### config.mk
export PLATFORM = sky130hd
export DESIGN_NAME = pwmtb_timebase
export DESIGN_NICKNAME = d
export VERILOG_FILES = /design/src/verilog/pwmtb_pkg.sv /design/src/verilog/pwmtb_sync_if.sv /design/src/verilog/pwmtb_sync.sv /design/src/verilog/pwmtb_timebase.sv
export SDC_FILE = /design/constraint.sdc
export NUM_CORES = 1
export LEC_CHECK = 0
export ABC_CLOCK_PERIOD_IN_PS = 2600
export BUFFER_PORTS_ARGS = -buffer_cell sky130_fd_sc_hd__buf_4
export CORE_UTILIZATION = 51
export CTS_CLUSTER_DIAMETER = 200
export DETAILED_ROUTE_END_ITERATION = 8
export PLACE_DENSITY = 0.76
export SYNTH_ARGS = -nofsm -noshare
export SYNTH_HDL_FRONTEND = slang
export SYNTH_HIERARCHICAL = 1
export SYNTH_SLANG_ARGS = --single-unit
### constraint.sdc
create_clock -name clock -period 2.6 [get_ports clock]
set_input_delay 0.26 -clock clock [delete_from_list [all_inputs] [get_ports clock]]
set_output_delay 0.26 -clock clock [all_outputs]
set_load 0.1 [all_outputs]
### src/verilog/pwmtb_pkg.sv
// constants of the pwm timebase: register indices, field layout, reset values, codes
// assumes a byte-addressed avalon slave where byte address = 4 * register index
// Behaviour
// RL1 - a 4-bit field picks the count clock: 0000/0001 routed pins, 0010 system clock, 0011-0111 internal or secondary oscillators, 1000 external oscillator, 1001-1110 peripheral outputs, 1111 reserved.
// RL2 - in sleep the timer counts only while its selected clock runs, and the system clock source stops in sleep.
// RL3 - a 3-bit field picks the auto-load trigger: 000 off, 001/010 routed pins, 011-110 logic cell outputs, 111 reserved.
// RL4 - a 16-bit period value sets the period length in prescaled clock periods.
// RL5 - the high and low bytes of the period are two separate byte registers.
// RL6 - the selected clock is divided by the prescale value plus one before the timer.
// RL7 - one period interrupt is raised per postscale value plus one period events.
// RL8 - a period event happens when the timer equals the period and restarts the timer.
// RL9 - clearing enable clears the postscale counter, and postscale changes act at once.
// RL10 - while running, a new period is copied to the working buffer only at a period end, after a software reload or a trigger event.
// RL11 - clock source and trigger are synchronised before use so a switch cannot make runt pulses.
package pwmtb_pkg;
  // register indices
  localparam logic [11:0] IDX_CLK_SEL   = 12'h48D;
  localparam logic [11:0] IDX_TRIG_SEL  = 12'h48E;
  localparam logic [11:0] IDX_PER_LOW   = 12'h48F;
  localparam logic [11:0] IDX_PER_HIGH  = 12'h490;
  localparam logic [11:0] IDX_PRESCALE  = 12'h491;
  localparam logic [11:0] IDX_POSTSCALE = 12'h492;
  localparam logic [11:0] IDX_CONTROL   = 12'h495;
  localparam logic [11:0] IDX_STATUS    = 12'h496;
  localparam logic [11:0] IDX_MASK      = 12'h497;
  // field layout
  localparam int CTRL_ENABLE_BIT = 7;
  localparam int CTRL_RELOAD_BIT = 2;
  localparam int STAT_PERIOD_IRQ = 0;
  localparam int STAT_LOAD_DONE  = 1;
  localparam int STAT_W          = 2;
  localparam int CLK_SRC_N       = 16;
  localparam int TRIG_SRC_N      = 6;
  // source codes
  localparam logic [3:0] CLK_SYSTEM   = 4'h2;
  localparam logic [3:0] CLK_RESERVED = 4'hF;
  localparam logic [2:0] TRIG_OFF      = 3'h0;
  localparam logic [2:0] TRIG_RESERVED = 3'h7;
  // reset values
  localparam logic [7:0]  RST_BYTE   = 8'h00;
  localparam logic [15:0] RST_PERIOD = 16'h0000;
endpackage

### src/verilog/pwmtb_sync_if.sv
// carries raw asynchronous source levels into the synchroniser and the settled copies out
// assumes the synchroniser and its user share one clock
`timescale 1ns/1ps
`default_nettype none
interface pwmtb_sync_if #(parameter int W = 1);
  logic [W-1:0] raw;
  logic [W-1:0] settled;
  modport sync (input raw, output settled);
  modport user (output raw, input settled);
endinterface
`default_nettype wire

### src/verilog/pwmtb_sync.sv
// two-flop synchroniser for a vector of independent levels
// assumes each bit is a slow level relative to the clock
`timescale 1ns/1ps
`default_nettype none
module pwmtb_sync #(
  parameter int W = 1
) (
  // clock and reset
  input  wire logic  clock,
  input  wire logic  rstn,
  // levels
  pwmtb_sync_if.sync port
);
  typedef struct packed {
    logic [W-1:0] first;
    logic [W-1:0] second;
  } pwmtb_sync_t;

  pwmtb_sync_t st;
  pwmtb_sync_t next_st;

  always_comb
  begin
    next_st        = st;
    next_st.first  = port.raw;
    next_st.second = st.first;
  end

  always_ff @(posedge clock or negedge rstn)
  begin
    if (!rstn)
      st <= '0;
    else
      st <= next_st;
  end

  assign port.settled = st.second;
endmodule
`default_nettype wire

### src/verilog/pwmtb_timebase.sv
// pwm timebase: clock source select, prescaler, period timer, reload buffer, postscaled irq
// assumes avalon-mm master on clock; source and trigger inputs are asynchronous levels
`timescale 1ns/1ps
`default_nettype none
module pwmtb_timebase #(
  parameter int TIMER_W = 16
) (
  // clock and reset
  input  wire logic        clock,
  input  wire logic        rstn,
  // avalon-mm slave
  input  wire logic [15:0] address,
  input  wire logic        read,
  input  wire logic        write,
  input  wire logic [31:0] writedata,
  input  wire logic [3:0]  byteenable,
  output var  logic [31:0] readdata,
  output var  logic        waitrequest,
  // clock sources, index = select code; bits for system clock and reserved are unused
  input  wire logic [15:0] clock_sources,
  // trigger sources: routed_input_zero, routed_input_one, logic cells one to four
  input  wire logic [5:0]  trigger_sources,
  // power state from the system controller
  input  wire logic        sleep,
  // results
  output var  logic [15:0] timer_value,
  output var  logic        period_event,
  output var  logic        irq
);
  generate
    if (TIMER_W != 16)
    begin : g_bad_width
      $error("pwmtb_timebase: TIMER_W must be 16");
    end
  endgenerate

  typedef struct packed {
    logic [3:0]  clk_sel;
    logic [2:0]  trig_sel;
    logic [15:0] period_count;
    logic [7:0]  prescale_value;
    logic [7:0]  period_irq_ratio;
    logic        enable;
    logic        reload_request;
    logic [1:0]  status;
    logic [1:0]  mask;
    logic [15:0] period_buf;
    logic [15:0] timer;
    logic [7:0]  pre_cnt;
    logic [7:0]  post_cnt;
    logic [15:0] clk_prev;
    logic [5:0]  trig_prev;
    logic        load_pend;
    logic        waitrequest;
    logic [31:0] readdata;
    logic        irq;
    logic        period_event;
  } pwmtb_state_t;

  pwmtb_state_t st;
  pwmtb_state_t next_st;

  pwmtb_sync_if #(.W(pwmtb_pkg::CLK_SRC_N))  clk_if ();
  pwmtb_sync_if #(.W(pwmtb_pkg::TRIG_SRC_N)) trig_if ();

  assign clk_if.raw  = clock_sources;
  assign trig_if.raw = trigger_sources;

  pwmtb_sync #(.W(pwmtb_pkg::CLK_SRC_N)) u_clk_sync (
    .clock (clock),
    .rstn  (rstn),
    .port  (clk_if)
  );

  pwmtb_sync #(.W(pwmtb_pkg::TRIG_SRC_N)) u_trig_sync (
    .clock (clock),
    .rstn  (rstn),
    .port  (trig_if)
  );

  logic [11:0] reg_index;
  logic        word_ok;
  logic        accept;
  logic        clk_level;
  logic        clk_tick;
  logic        pre_tick;
  logic        trig_level;
  logic        trig_edge;
  logic        per_hit;
  logic        irq_hit;
  logic [1:0]  status_set;
  logic [31:0] read_mux;

  assign reg_index = address[13:2];
  assign word_ok   = (address[15:14] == 2'h0) && (address[1:0] == 2'h0);
  assign accept    = (read || write) && !st.waitrequest;

  always_comb
  begin
    clk_level = 1'b0;
    clk_tick  = 1'b0;
    // system clock runs every cycle but halts in sleep; reserved code never ticks
    if (st.clk_sel == pwmtb_pkg::CLK_SYSTEM) // RL1
    begin
      clk_tick = !sleep; // RL2
    end
    else if (st.clk_sel != pwmtb_pkg::CLK_RESERVED) // RL1
    begin
      // a source stopped in sleep simply makes no edges
      clk_level = clk_if.settled[st.clk_sel]; // RL11
      clk_tick  = clk_level && !st.clk_prev[st.clk_sel]; // RL2
    end
  end

  always_comb
  begin
    trig_level = 1'b0;
    trig_edge  = 1'b0;
    if (st.trig_sel != pwmtb_pkg::TRIG_OFF && st.trig_sel != pwmtb_pkg::TRIG_RESERVED) // RL3
    begin
      // edge against the same source's own last level, so a selection change is no event
      trig_level = trig_if.settled[3'(st.trig_sel - 3'h1)]; // RL11
      trig_edge  = trig_level && !st.trig_prev[3'(st.trig_sel - 3'h1)]; // RL10
    end
  end

  assign pre_tick  = st.enable && clk_tick && (st.pre_cnt == st.prescale_value); // RL6
  assign per_hit   = pre_tick && (st.timer == st.period_buf); // RL8
  assign irq_hit   = per_hit && (st.post_cnt == st.period_irq_ratio); // RL7

  always_comb
  begin
    read_mux = 32'h0000_0000;
    if (word_ok)
    begin
      unique case (reg_index)
        pwmtb_pkg::IDX_CLK_SEL:   read_mux = {28'h0, st.clk_sel};
        pwmtb_pkg::IDX_TRIG_SEL:  read_mux = {29'h0, st.trig_sel};
        pwmtb_pkg::IDX_PER_LOW:   read_mux = {24'h0, st.period_count[7:0]}; // RL5
        pwmtb_pkg::IDX_PER_HIGH:  read_mux = {24'h0, st.period_count[15:8]}; // RL5
        pwmtb_pkg::IDX_PRESCALE:  read_mux = {24'h0, st.prescale_value};
        pwmtb_pkg::IDX_POSTSCALE: read_mux = {24'h0, st.period_irq_ratio};
        pwmtb_pkg::IDX_CONTROL:   read_mux = {24'h0, st.enable, 4'h0, st.reload_request, 2'h0};
        pwmtb_pkg::IDX_STATUS:    read_mux = {30'h0, st.status};
        pwmtb_pkg::IDX_MASK:      read_mux = {30'h0, st.mask};
        default:                  read_mux = 32'h0000_0000;
      endcase
    end
  end

  always_comb
  begin
    next_st = st;
    status_set = 2'h0;
    // one wait cycle per access; waitrequest idles high
    next_st.waitrequest = !((read || write) && st.waitrequest);
    if ((read || write) && st.waitrequest)
    begin
      next_st.readdata = read ? read_mux : 32'h0000_0000;
    end
    if (write && accept && word_ok && byteenable[0])
    begin
      unique case (reg_index)
        pwmtb_pkg::IDX_CLK_SEL:   next_st.clk_sel = writedata[3:0]; // RL1
        pwmtb_pkg::IDX_TRIG_SEL:  next_st.trig_sel = writedata[2:0]; // RL3
        pwmtb_pkg::IDX_PER_LOW:   next_st.period_count[7:0] = writedata[7:0]; // RL5
        pwmtb_pkg::IDX_PER_HIGH:  next_st.period_count[15:8] = writedata[7:0]; // RL5
        pwmtb_pkg::IDX_PRESCALE:  next_st.prescale_value = writedata[7:0];
        pwmtb_pkg::IDX_POSTSCALE: next_st.period_irq_ratio = writedata[7:0]; // RL9
        pwmtb_pkg::IDX_CONTROL:
        begin
          next_st.enable = writedata[pwmtb_pkg::CTRL_ENABLE_BIT];
          next_st.reload_request = writedata[pwmtb_pkg::CTRL_RELOAD_BIT] | st.reload_request;
        end
        pwmtb_pkg::IDX_MASK:      next_st.mask = writedata[1:0];
        default:                  next_st.mask = st.mask;
      endcase
    end
    if (read && accept && word_ok && reg_index == pwmtb_pkg::IDX_STATUS)
    begin
      next_st.status = 2'h0;
    end

    // every source keeps its own last level, so switching sources cannot fake an edge
    next_st.clk_prev  = clk_if.settled; // RL11
    next_st.trig_prev = trig_if.settled;
    next_st.period_event = per_hit;

    if (!st.enable)
    begin
      // stopped: counters cleared, buffer follows the register so enabling starts fresh
      next_st.pre_cnt    = 8'h00;
      next_st.timer      = 16'h0000;
      next_st.post_cnt   = 8'h00; // RL9
      next_st.period_buf = st.period_count;
      next_st.load_pend  = 1'b0;
    end
    else
    begin
      if (trig_edge)
      begin
        next_st.load_pend = 1'b1; // RL10
      end
      if (clk_tick)
      begin
        next_st.pre_cnt = pre_tick ? 8'h00 : 8'(st.pre_cnt + 8'h01); // RL6
      end
      if (pre_tick)
      begin
        next_st.timer = per_hit ? 16'h0000 : 16'(st.timer + 16'h0001); // RL4
      end
      if (per_hit)
      begin
        next_st.post_cnt = irq_hit ? 8'h00 : 8'(st.post_cnt + 8'h01); // RL7
        if (st.reload_request || st.load_pend || trig_edge)
        begin
          next_st.period_buf     = st.period_count; // RL10
          next_st.reload_request = 1'b0;
          next_st.load_pend      = 1'b0;
          status_set[pwmtb_pkg::STAT_LOAD_DONE] = 1'b1;
        end
      end
      if (irq_hit)
      begin
        status_set[pwmtb_pkg::STAT_PERIOD_IRQ] = 1'b1; // RL7
      end
    end
    // a new event wins over a clearing read
    next_st.status = next_st.status | status_set;
    next_st.irq = |(next_st.status & st.mask);
  end

  always_ff @(posedge clock or negedge rstn)
  begin
    if (!rstn)
    begin
      st <= '0;
      st.waitrequest <= 1'b1;
      st.period_count <= pwmtb_pkg::RST_PERIOD;
      st.period_buf <= pwmtb_pkg::RST_PERIOD;
      st.prescale_value <= pwmtb_pkg::RST_BYTE;
      st.period_irq_ratio <= pwmtb_pkg::RST_BYTE;
    end
    else
      st <= next_st;
  end

  assign readdata     = st.readdata;
  assign waitrequest  = st.waitrequest;
  assign timer_value  = st.timer;
  assign period_event = st.period_event;
  assign irq          = st.irq;

  // helper: selected-clock ticks since the last prescaled tick
  logic [8:0] since_tick;
  always_ff @(posedge clock or negedge rstn)
  begin
    if (!rstn)
      since_tick <= 9'h000;
    else if (pre_tick || !st.enable)
      since_tick <= 9'h000;
    else if (clk_tick && since_tick != 9'h1FF)
      since_tick <= 9'(since_tick + 9'h001);
  end

  chk_sleep_stop: assert property (@(posedge clock) disable iff (!rstn) // RL2
    (st.enable && sleep && st.clk_sel == pwmtb_pkg::CLK_SYSTEM)
      |=> $stable(st.pre_cnt) && $stable(st.timer))
    else $error("system clock source counted during sleep");

  chk_reserved_clk: assert property (@(posedge clock) disable iff (!rstn) // RL1
    (st.clk_sel == pwmtb_pkg::CLK_RESERVED) |-> !clk_tick)
    else $error("reserved clock source produced a tick");

  chk_prescale_span: assert property (@(posedge clock) disable iff (!rstn) // RL6
    (st.enable && clk_tick && !pre_tick) |-> (since_tick[7:0] <= st.prescale_value))
    else $error("prescaler passed more ticks than its value");

  chk_period_wrap: assert property (@(posedge clock) disable iff (!rstn) // RL8
    per_hit |=> (st.timer == 16'h0000) && period_event)
    else $error("timer did not restart at period event");

  chk_timer_bound: assert property (@(posedge clock) disable iff (!rstn) // RL4
    st.enable |-> (st.timer <= st.period_buf))
    else $error("timer ran beyond the period");

  chk_post_clear: assert property (@(posedge clock) disable iff (!rstn) // RL9
    !st.enable |=> (st.post_cnt == 8'h00) && (st.timer == 16'h0000))
    else $error("counters not cleared while disabled");

  chk_irq_ratio: assert property (@(posedge clock) disable iff (!rstn) // RL7
    (per_hit && st.post_cnt != st.period_irq_ratio) |=> !st.status[pwmtb_pkg::STAT_PERIOD_IRQ] || $past(st.status[0]))
    else $error("period irq raised before postscale count");

  chk_buf_hold: assert property (@(posedge clock) disable iff (!rstn) // RL10
    (st.enable && !per_hit) |=> $stable(st.period_buf))
    else $error("working period changed outside a period end");

  chk_reload_take: assert property (@(posedge clock) disable iff (!rstn) // RL10
    (per_hit && st.reload_request) |=> (st.period_buf == $past(st.period_count)) && !st.reload_request)
    else $error("reload request not served at period end");

  chk_bus_answer: assert property (@(posedge clock) disable iff (!rstn) // RL5
    (read && st.waitrequest) |=> !waitrequest ##1 waitrequest)
    else $error("bus answer not after one wait cycle");

  chk_irq_level: assert property (@(posedge clock) disable iff (!rstn) // RL7
    st.irq |-> ((st.status & $past(st.mask)) != 2'h0))
    else $error("irq high without an unmasked status bit");

  chk_trig_ignored: assert property (@(posedge clock) disable iff (!rstn) // RL3
    (st.trig_sel == pwmtb_pkg::TRIG_OFF || st.trig_sel == pwmtb_pkg::TRIG_RESERVED)
      |-> !trig_edge)
    else $error("disabled or reserved trigger produced an event");

  chk_trig_load: assert property (@(posedge clock) disable iff (!rstn) // RL10
    (per_hit && st.load_pend) |=> (st.period_buf == $past(st.period_count)) && !st.load_pend)
    else $error("pending trigger load not served at period end");

  chk_post_step: assert property (@(posedge clock) disable iff (!rstn) // RL7
    (per_hit && !irq_hit) |=> (st.post_cnt == 8'($past(st.post_cnt) + 8'h01)))
    else $error("postscale counter did not step on a period event");

  chk_irq_wrap: assert property (@(posedge clock) disable iff (!rstn) // RL7
    irq_hit |=> (st.post_cnt == 8'h00) && st.status[pwmtb_pkg::STAT_PERIOD_IRQ])
    else $error("postscale wrap did not raise the period irq");

  chk_event_pulse: assert property (@(posedge clock) disable iff (!rstn) // RL8
    !per_hit |=> !period_event)
    else $error("period event without a timer match");

  chk_idle_track: assert property (@(posedge clock) disable iff (!rstn) // RL10
    !st.enable |=> (st.period_buf == $past(st.period_count)))
    else $error("stopped buffer does not follow the period register");

  chk_load_flag: assert property (@(posedge clock) disable iff (!rstn) // RL10
    (per_hit && st.reload_request) |=> st.status[pwmtb_pkg::STAT_LOAD_DONE])
    else $error("load done flag not raised by a served reload");

  chk_write_answer: assert property (@(posedge clock) disable iff (!rstn) // RL5
    (write && st.waitrequest) |=> !waitrequest ##1 waitrequest)
    else $error("write answer not after one wait cycle");

  chk_wait_idle: assert property (@(posedge clock) disable iff (!rstn) // RL5
    !(read || write) |=> waitrequest)
    else $error("waitrequest low without a request");
endmodule
`default_nettype wire

Word-level counts from Yosys, hierarchy flattened
Cells that the tools add are included.
- register bits: 195
- input port bits: 79
- output and inout bits: 51
- add/subtract/negate cells: 4
- magnitude comparators: 2
- equality and inequality tests: 19
- muxes and demuxes: 37
- bitwise gates (word level): 3
- reductions and logical operators: 37
- operators by type and width (kind ; number):
    $eq 12x11->1 const B ; 9
    $pmux 8 s9 ; 1
    $mux 16 ; 4
    $mux 48 ; 1
    $mux 8 ; 5
    $mux 32 ; 1
    $mux 1 ; 19
    $reduce_and 2->1 ; 9
    $add 16x1->16 const B ; 1
    $add 8x1->8 const B ; 2
    $eq 16x16->1 ; 1
    $eq 8x8->1 ; 2
    $logic_and 1x1->1 ; 16
    $bmux 1 s4 ; 2
    $ne 2x1->1 const B ; 4
    $bmux 1 s3 ; 2
    $logic_not 1->1 ; 5
    $lt 4x5->1 const B ; 1
    $eq 4x2->1 const B ; 1
    $logic_not 2->1 ; 2
    $lt 3x4->1 const B ; 1
    $mux 2 ; 2
    $ne 4x4->1 const B ; 1
    $logic_or 1x1->1 ; 3
    other kinds (7) ; 7

Longest topological paths before layout
- depth in word-level cells: 15
- mapped depth: 9
- mapped depth without buffers: 8

By module
The synthesis kept the hierarchy.
- modules (own cells, without submodules) (module ; instances ; cells each ; area each (um^2)):
    pwmtb_timebase ; 1 ; 635 ; 6799.0
    pwmtb_sync at u_clk_sync ; 1 ; 32 ; 800.8
    pwmtb_sync at u_trig_sync ; 1 ; 12 ; 300.3

Least setup slack after synthesis
No wires, ideal clock.
- path type: register to register
- from: register st[144] (netlist name)
- to: register st[100] (netlist name)
- setup time: 0.125 ns
- data arrival time: 2.299 ns
- required time: 2.475 ns
- path slack: 0.176 ns
- cell stages (with the launch flop): 9
- buffers on the path: 1
- cell sequence: dfrtp_1 inv_1 ha_1 mux4_2 o211ai_1 nand2b_1 o31ai_4 buf_8 mux2_4
- longest elaborated chain between the ends: 9
- elaborated cells on any way between the ends: 14
- classes of those cells: add/sub (1); eq/ne (2); mux (5); reduce/logical (6)
- RTL lines (what ; RTL line ; RTL):
    start, declared ; pwmtb_timebase.sv:60 ; pwmtb_state_t st;
    start signal, assigned ; pwmtb_timebase.sv:245 ; st <= next_st;
    $sub 3x1->3 ; pwmtb_timebase.sv:122, pwmtb_timebase.sv:123 ;
    $bmux 1 s3 ; pwmtb_timebase.sv:123 ; trig_edge = trig_level && !st.trig_prev[3'(st.trig_sel - 3'h1)];
    $mux 1 (implied by the code) ; pwmtb_timebase.sv:123 ;
    $logic_not 1->1 ; pwmtb_timebase.sv:123 ;
    $logic_and 1x1->1 ; pwmtb_timebase.sv:123 ;
    $mux 1 (*) ; pwmtb_timebase.sv:119 ; if (st.trig_sel != pwmtb_pkg::TRIG_OFF && st.trig_sel != pwmtb_pkg::TRIG_RESERVED)
    $logic_or 1x1->1 (*) ; pwmtb_timebase.sv:215 ; if (st.reload_request || st.load_pend || trig_edge)
    $ne 2x1->1 (no source line) (*) ; - ;
    $reduce_and 2->1 (no source line) (*) ; - ;
Mark *: on every way between the ends. The rest lies on a longest branch, timed or not. The select of a mux whose other input is x is not followed.
A chain may end at the register's enable or synchronous reset.

Worst setup path after layout
- from: register st[66] (netlist name)
- to: register st (netlist bit timer_value[5])
- longest elaborated chain between the ends: 6
- elaborated cells on any way between the ends: 7
- classes of those cells: eq/ne (2); mux (3); reduce/logical (2)
- RTL lines (what ; RTL line ; RTL):
    $eq 8x8->1 (*) ; pwmtb_timebase.sv:127 ; assign pre_tick = st.enable && clk_tick && (st.pre_cnt == st.prescale_value);
    $logic_and 1x1->1 (*) ; pwmtb_timebase.sv:127 ;
    $logic_and 1x1->1 ; pwmtb_timebase.sv:128 ; assign per_hit = pre_tick && (st.timer == st.period_buf);
    $mux 16 ; pwmtb_timebase.sv:210 ; next_st.timer = per_hit ? 16'h0000 : 16'(st.timer + 16'h0001);
    $mux 16 ; pwmtb_timebase.sv:208 ; if (pre_tick)
    $mux 48 ; pwmtb_timebase.sv:189 ; if (!st.enable)
Marks and branches as above.

==> results.md <==
- In the global route stage, met2 resource usage came out at 40.6%.
- The final global-route overflow total is 0.
- After synthesis, the mean cell area works out to 11.6 µm².
- TritonCTS built the clock tree.
- The area of placed instances is 0.00847 mm².
- The first global-routing pass estimated 29000 µm of wire.
- CTS saw 165 sinks.
- Setup repair after global routing left no endpoint under its margin.
- The ratio of total power to cell area is 650 mW/mm².
- The cell sitting at the root of the clock tree is a sky130_fd_sc_hd__clkbuf_16.
- In this run the post-CTS setup repair buffer count came out at 0.
- The residual antenna-violating net count after detailed routing is 0.
- After the first detailed-routing iteration, the DRC count stood at 392.
- After layout, the worst path uses 95.4% of the clock period.
- The final reports fail on design-rule violations.
- The DRC violation count after routing is 8.
- The run finished, with violations left.
- For this design, the slowest cell found on the critical path is sky130_fd_sc_hd__dfrtp_1.
- After detailed routing, the number of vias per cell comes to 5.83.
- Entering global routing, the biggest net connects 75 pins.
- The via count of the first global-routing pass is 5590.
- The number of buffers created by CTS is 17.
- The count of input and output buffers is 76.
- The highest achievable clock rate is 0.403 GHz.
- The number of nets in the layout is 856.
- In this run the static leakage power is 4.29 nW.
- In this run the most used layer during global routing was met2.
- The synthesized area is 0.00780 mm².
- In this run the core area contains 44 standard-cell rows.
- VDD sags by at most 0.601 mV.
- After routing, the total negative slack on setup checks comes to 0 ns.
- In the global route stage, overall resource usage came out at 23.8%.
- The register clock-pin slew on the reported worst setup and hold paths is 0.06 ns.
- By startpoint and endpoint, the worst setup path is classified as flip-flop to flip-flop.
- STA classifies the critical path endpoint as a flip-flop.
- 0 antenna diodes ended up in the layout.
- In the final routed layout, each cell accounts on average for 18.4 µm.
- On the final layout, the worst hold slack is 0.109 ns.
- For the pin with the worst max-slew slack, the measured transition is 0.891 ns.
- The signal on the critical path passes through xor2_1 > or3_1 > or3_1 > o32ai_2 > buf_4 > and2_1 > a41o_1.
- The post-layout total power is 6.03 mW.
- The HPWL after detailed placement is 12500 µm.
- During I/O placement, the number of pins put on the boundary was 130.
- The cell area after layout is 0.00927 mm².
- The post-route netlist has 28.4% of its cells at a drive strength greater than 1.
- Wires add up to 17800 µm.
- The number of max-slew violations in the final report is 0.
- The longest clock path from root to sink contains 2 buffers.
- The region available for standard cell placement spans 0.0148 mm².
- The worst hold path belongs to the class primary input to flip-flop.
- Of all nets on the critical path, the largest fanout is 8.
- At the worst endpoint, the required time is 2.96 ns.
- For this run, the slowest stage of the critical path takes 0.43 ns.
- The most frequent cell on the critical path is sky130_fd_sc_hd__or3_1.
- Synthesis handed over a netlist of 675 instances.
- The setup skew after layout is 0.00822 ns.
- The final number of hold-violating endpoints is 0.
- From synthesis to final layout, the design area changed by 18.9%.
- The clock latency of the later-clocked register in the worst-skew pair is 0.43 ns.
- Before antenna repair, the detailed router went through 7 iterations.
- The number of warning messages in the yosys log is 6.
- The initial core utilization is 52.9%.
- The max-cap check violation count is 0.
- The die footprint is 0.0158 mm².
- The count of fill cells added during filler insertion is 1090.
- The number of antenna violations at the first check in global routing was 0.
- The vias after detailed routing is 5638.
- STA classifies the critical path startpoint as a flip-flop.
- The die height is 126 µm.
- Setup violations remaining at the end of the flow were counted as 0.
- STA puts the critical path data arrival time at 2.85 ns.
- The routability congestion estimate is 0.872.
- The global-route met3 utilization is 5.99%.
- The die is 126 µm wide.
- In the global route stage, met1 resource usage came out at 29.3%.
- The remaining max-slew budget at the tightest pin is 39.6%.
- The H-tree level count is 4.
- The worst path in the final design needs a cycle of 2.48 ns, including I/O delays and setup.
layout make-up:
cell class | count | area (µm²) | share of cell area [%]
clock buffer | 18 | 429 | 4.63
clock inverter | 13 | 150 | 1.62
inverter | 10 | 37.5 | 0.405
multi-input combinational | 447 | 3240 | 34.9
sequential | 165 | 4130 | 44.5
tap | 184 | 230 | 2.48
timing repair buffer | 130 | 1060 | 11.4
path summary, 6_finish.rpt:
| path | startpoint | to | slack, ns | cells past startpoint |
|---|---|---|---|---|
| max | st[66] | timer_value[5] | 0.12 | 7 |
| min | writedata[5] | st[117] | 0.11 | 2 |
| max reg2reg | st[66] | timer_value[5] | 0.12 | 7 |
| min reg2reg | u_trig_sync/next_st[3] | u_trig_sync/port.settled[3] | 0.35 | 0 |
| max in group asynchronous | rstn | u_clk_sync/port.settled[0] | 1.41 | 3 |
| min in group asynchronous | rstn | st[95] | 0.42 | 2 |
critical path: cells and delay by family, from the launching register on:
family / cells / cell delay [ns]
and+or+nand+nor: 3 / 1.18
DFF: 1 / 0.43
AOI/OAI and AO/OA: 2 / 0.41
buffers and inverters: 1 / 0.22
xor gates and xnor gates: 1 / 0.17
report_power, final:
part | internal, mW | switching, mW
Combinational | 0.219 | 0.609
Sequential | 2.65 | 0.0749
Clock | 1.43 | 1.05
metrics by stage:
step                      instances  setup WS (ns)  utilization, %
after floorplan                 698          0.176               -
after global placement          915          0.158            57.4
after detailed placement        915         0.0390            57.4
after CTS                       967         0.0419            62.8
after global routing            967         0.0128            62.8
final                           967          0.119            62.8
state kept, by name, indices dropped and copies added, names as in the netlist, 6 cells and up:
register and cells:
readdata 8, st 98, timer_value 16, u_clk_sync/next_st 14, u_clk_sync/port.settled 14, u_trig_sync/next_st 6, u_trig_sync/port.settled 6
per-layer routing:
layer	share of wire (%)	routed length [µm]
met2	51	9130
met4	2.4	435
met1	41	7350
met3	4.8	853
met5	0	0
cell usage in the layout (no fill, tap or decap), types with 7 or more instances in the layout:
master / n
sky130_fd_sc_hd__xor2_1: 27
sky130_fd_sc_hd__nor2_1: 16
sky130_fd_sc_hd__o22ai_1: 9
sky130_fd_sc_hd__a21oi_1: 33
sky130_fd_sc_hd__or3_1: 14
sky130_fd_sc_hd__buf_4: 106
sky130_fd_sc_hd__nand4_1: 7
sky130_fd_sc_hd__nor3_1: 15
sky130_fd_sc_hd__mux2_2: 52
sky130_fd_sc_hd__dlygate4sd3_1: 21
sky130_fd_sc_hd__dfrtp_1: 164
sky130_fd_sc_hd__mux2_4: 10
sky130_fd_sc_hd__inv_1: 10
sky130_fd_sc_hd__nor4_1: 9
sky130_fd_sc_hd__o21ai_0: 17
sky130_fd_sc_hd__conb_1: 24
sky130_fd_sc_hd__nand3_1: 17
sky130_fd_sc_hd__a22oi_1: 7
sky130_fd_sc_hd__nand3b_1: 7
sky130_fd_sc_hd__nand2b_1: 8
sky130_fd_sc_hd__clkbuf_16: 17
sky130_fd_sc_hd__nand2_1: 57
timing repair:
action                     CTS  global route
hold endpoints to repair    90             0
resized for setup            0             3
hold buffers                21             0
setup endpoints to repair    0            27
No activity file was read; power rests on OpenSTA's default activity.
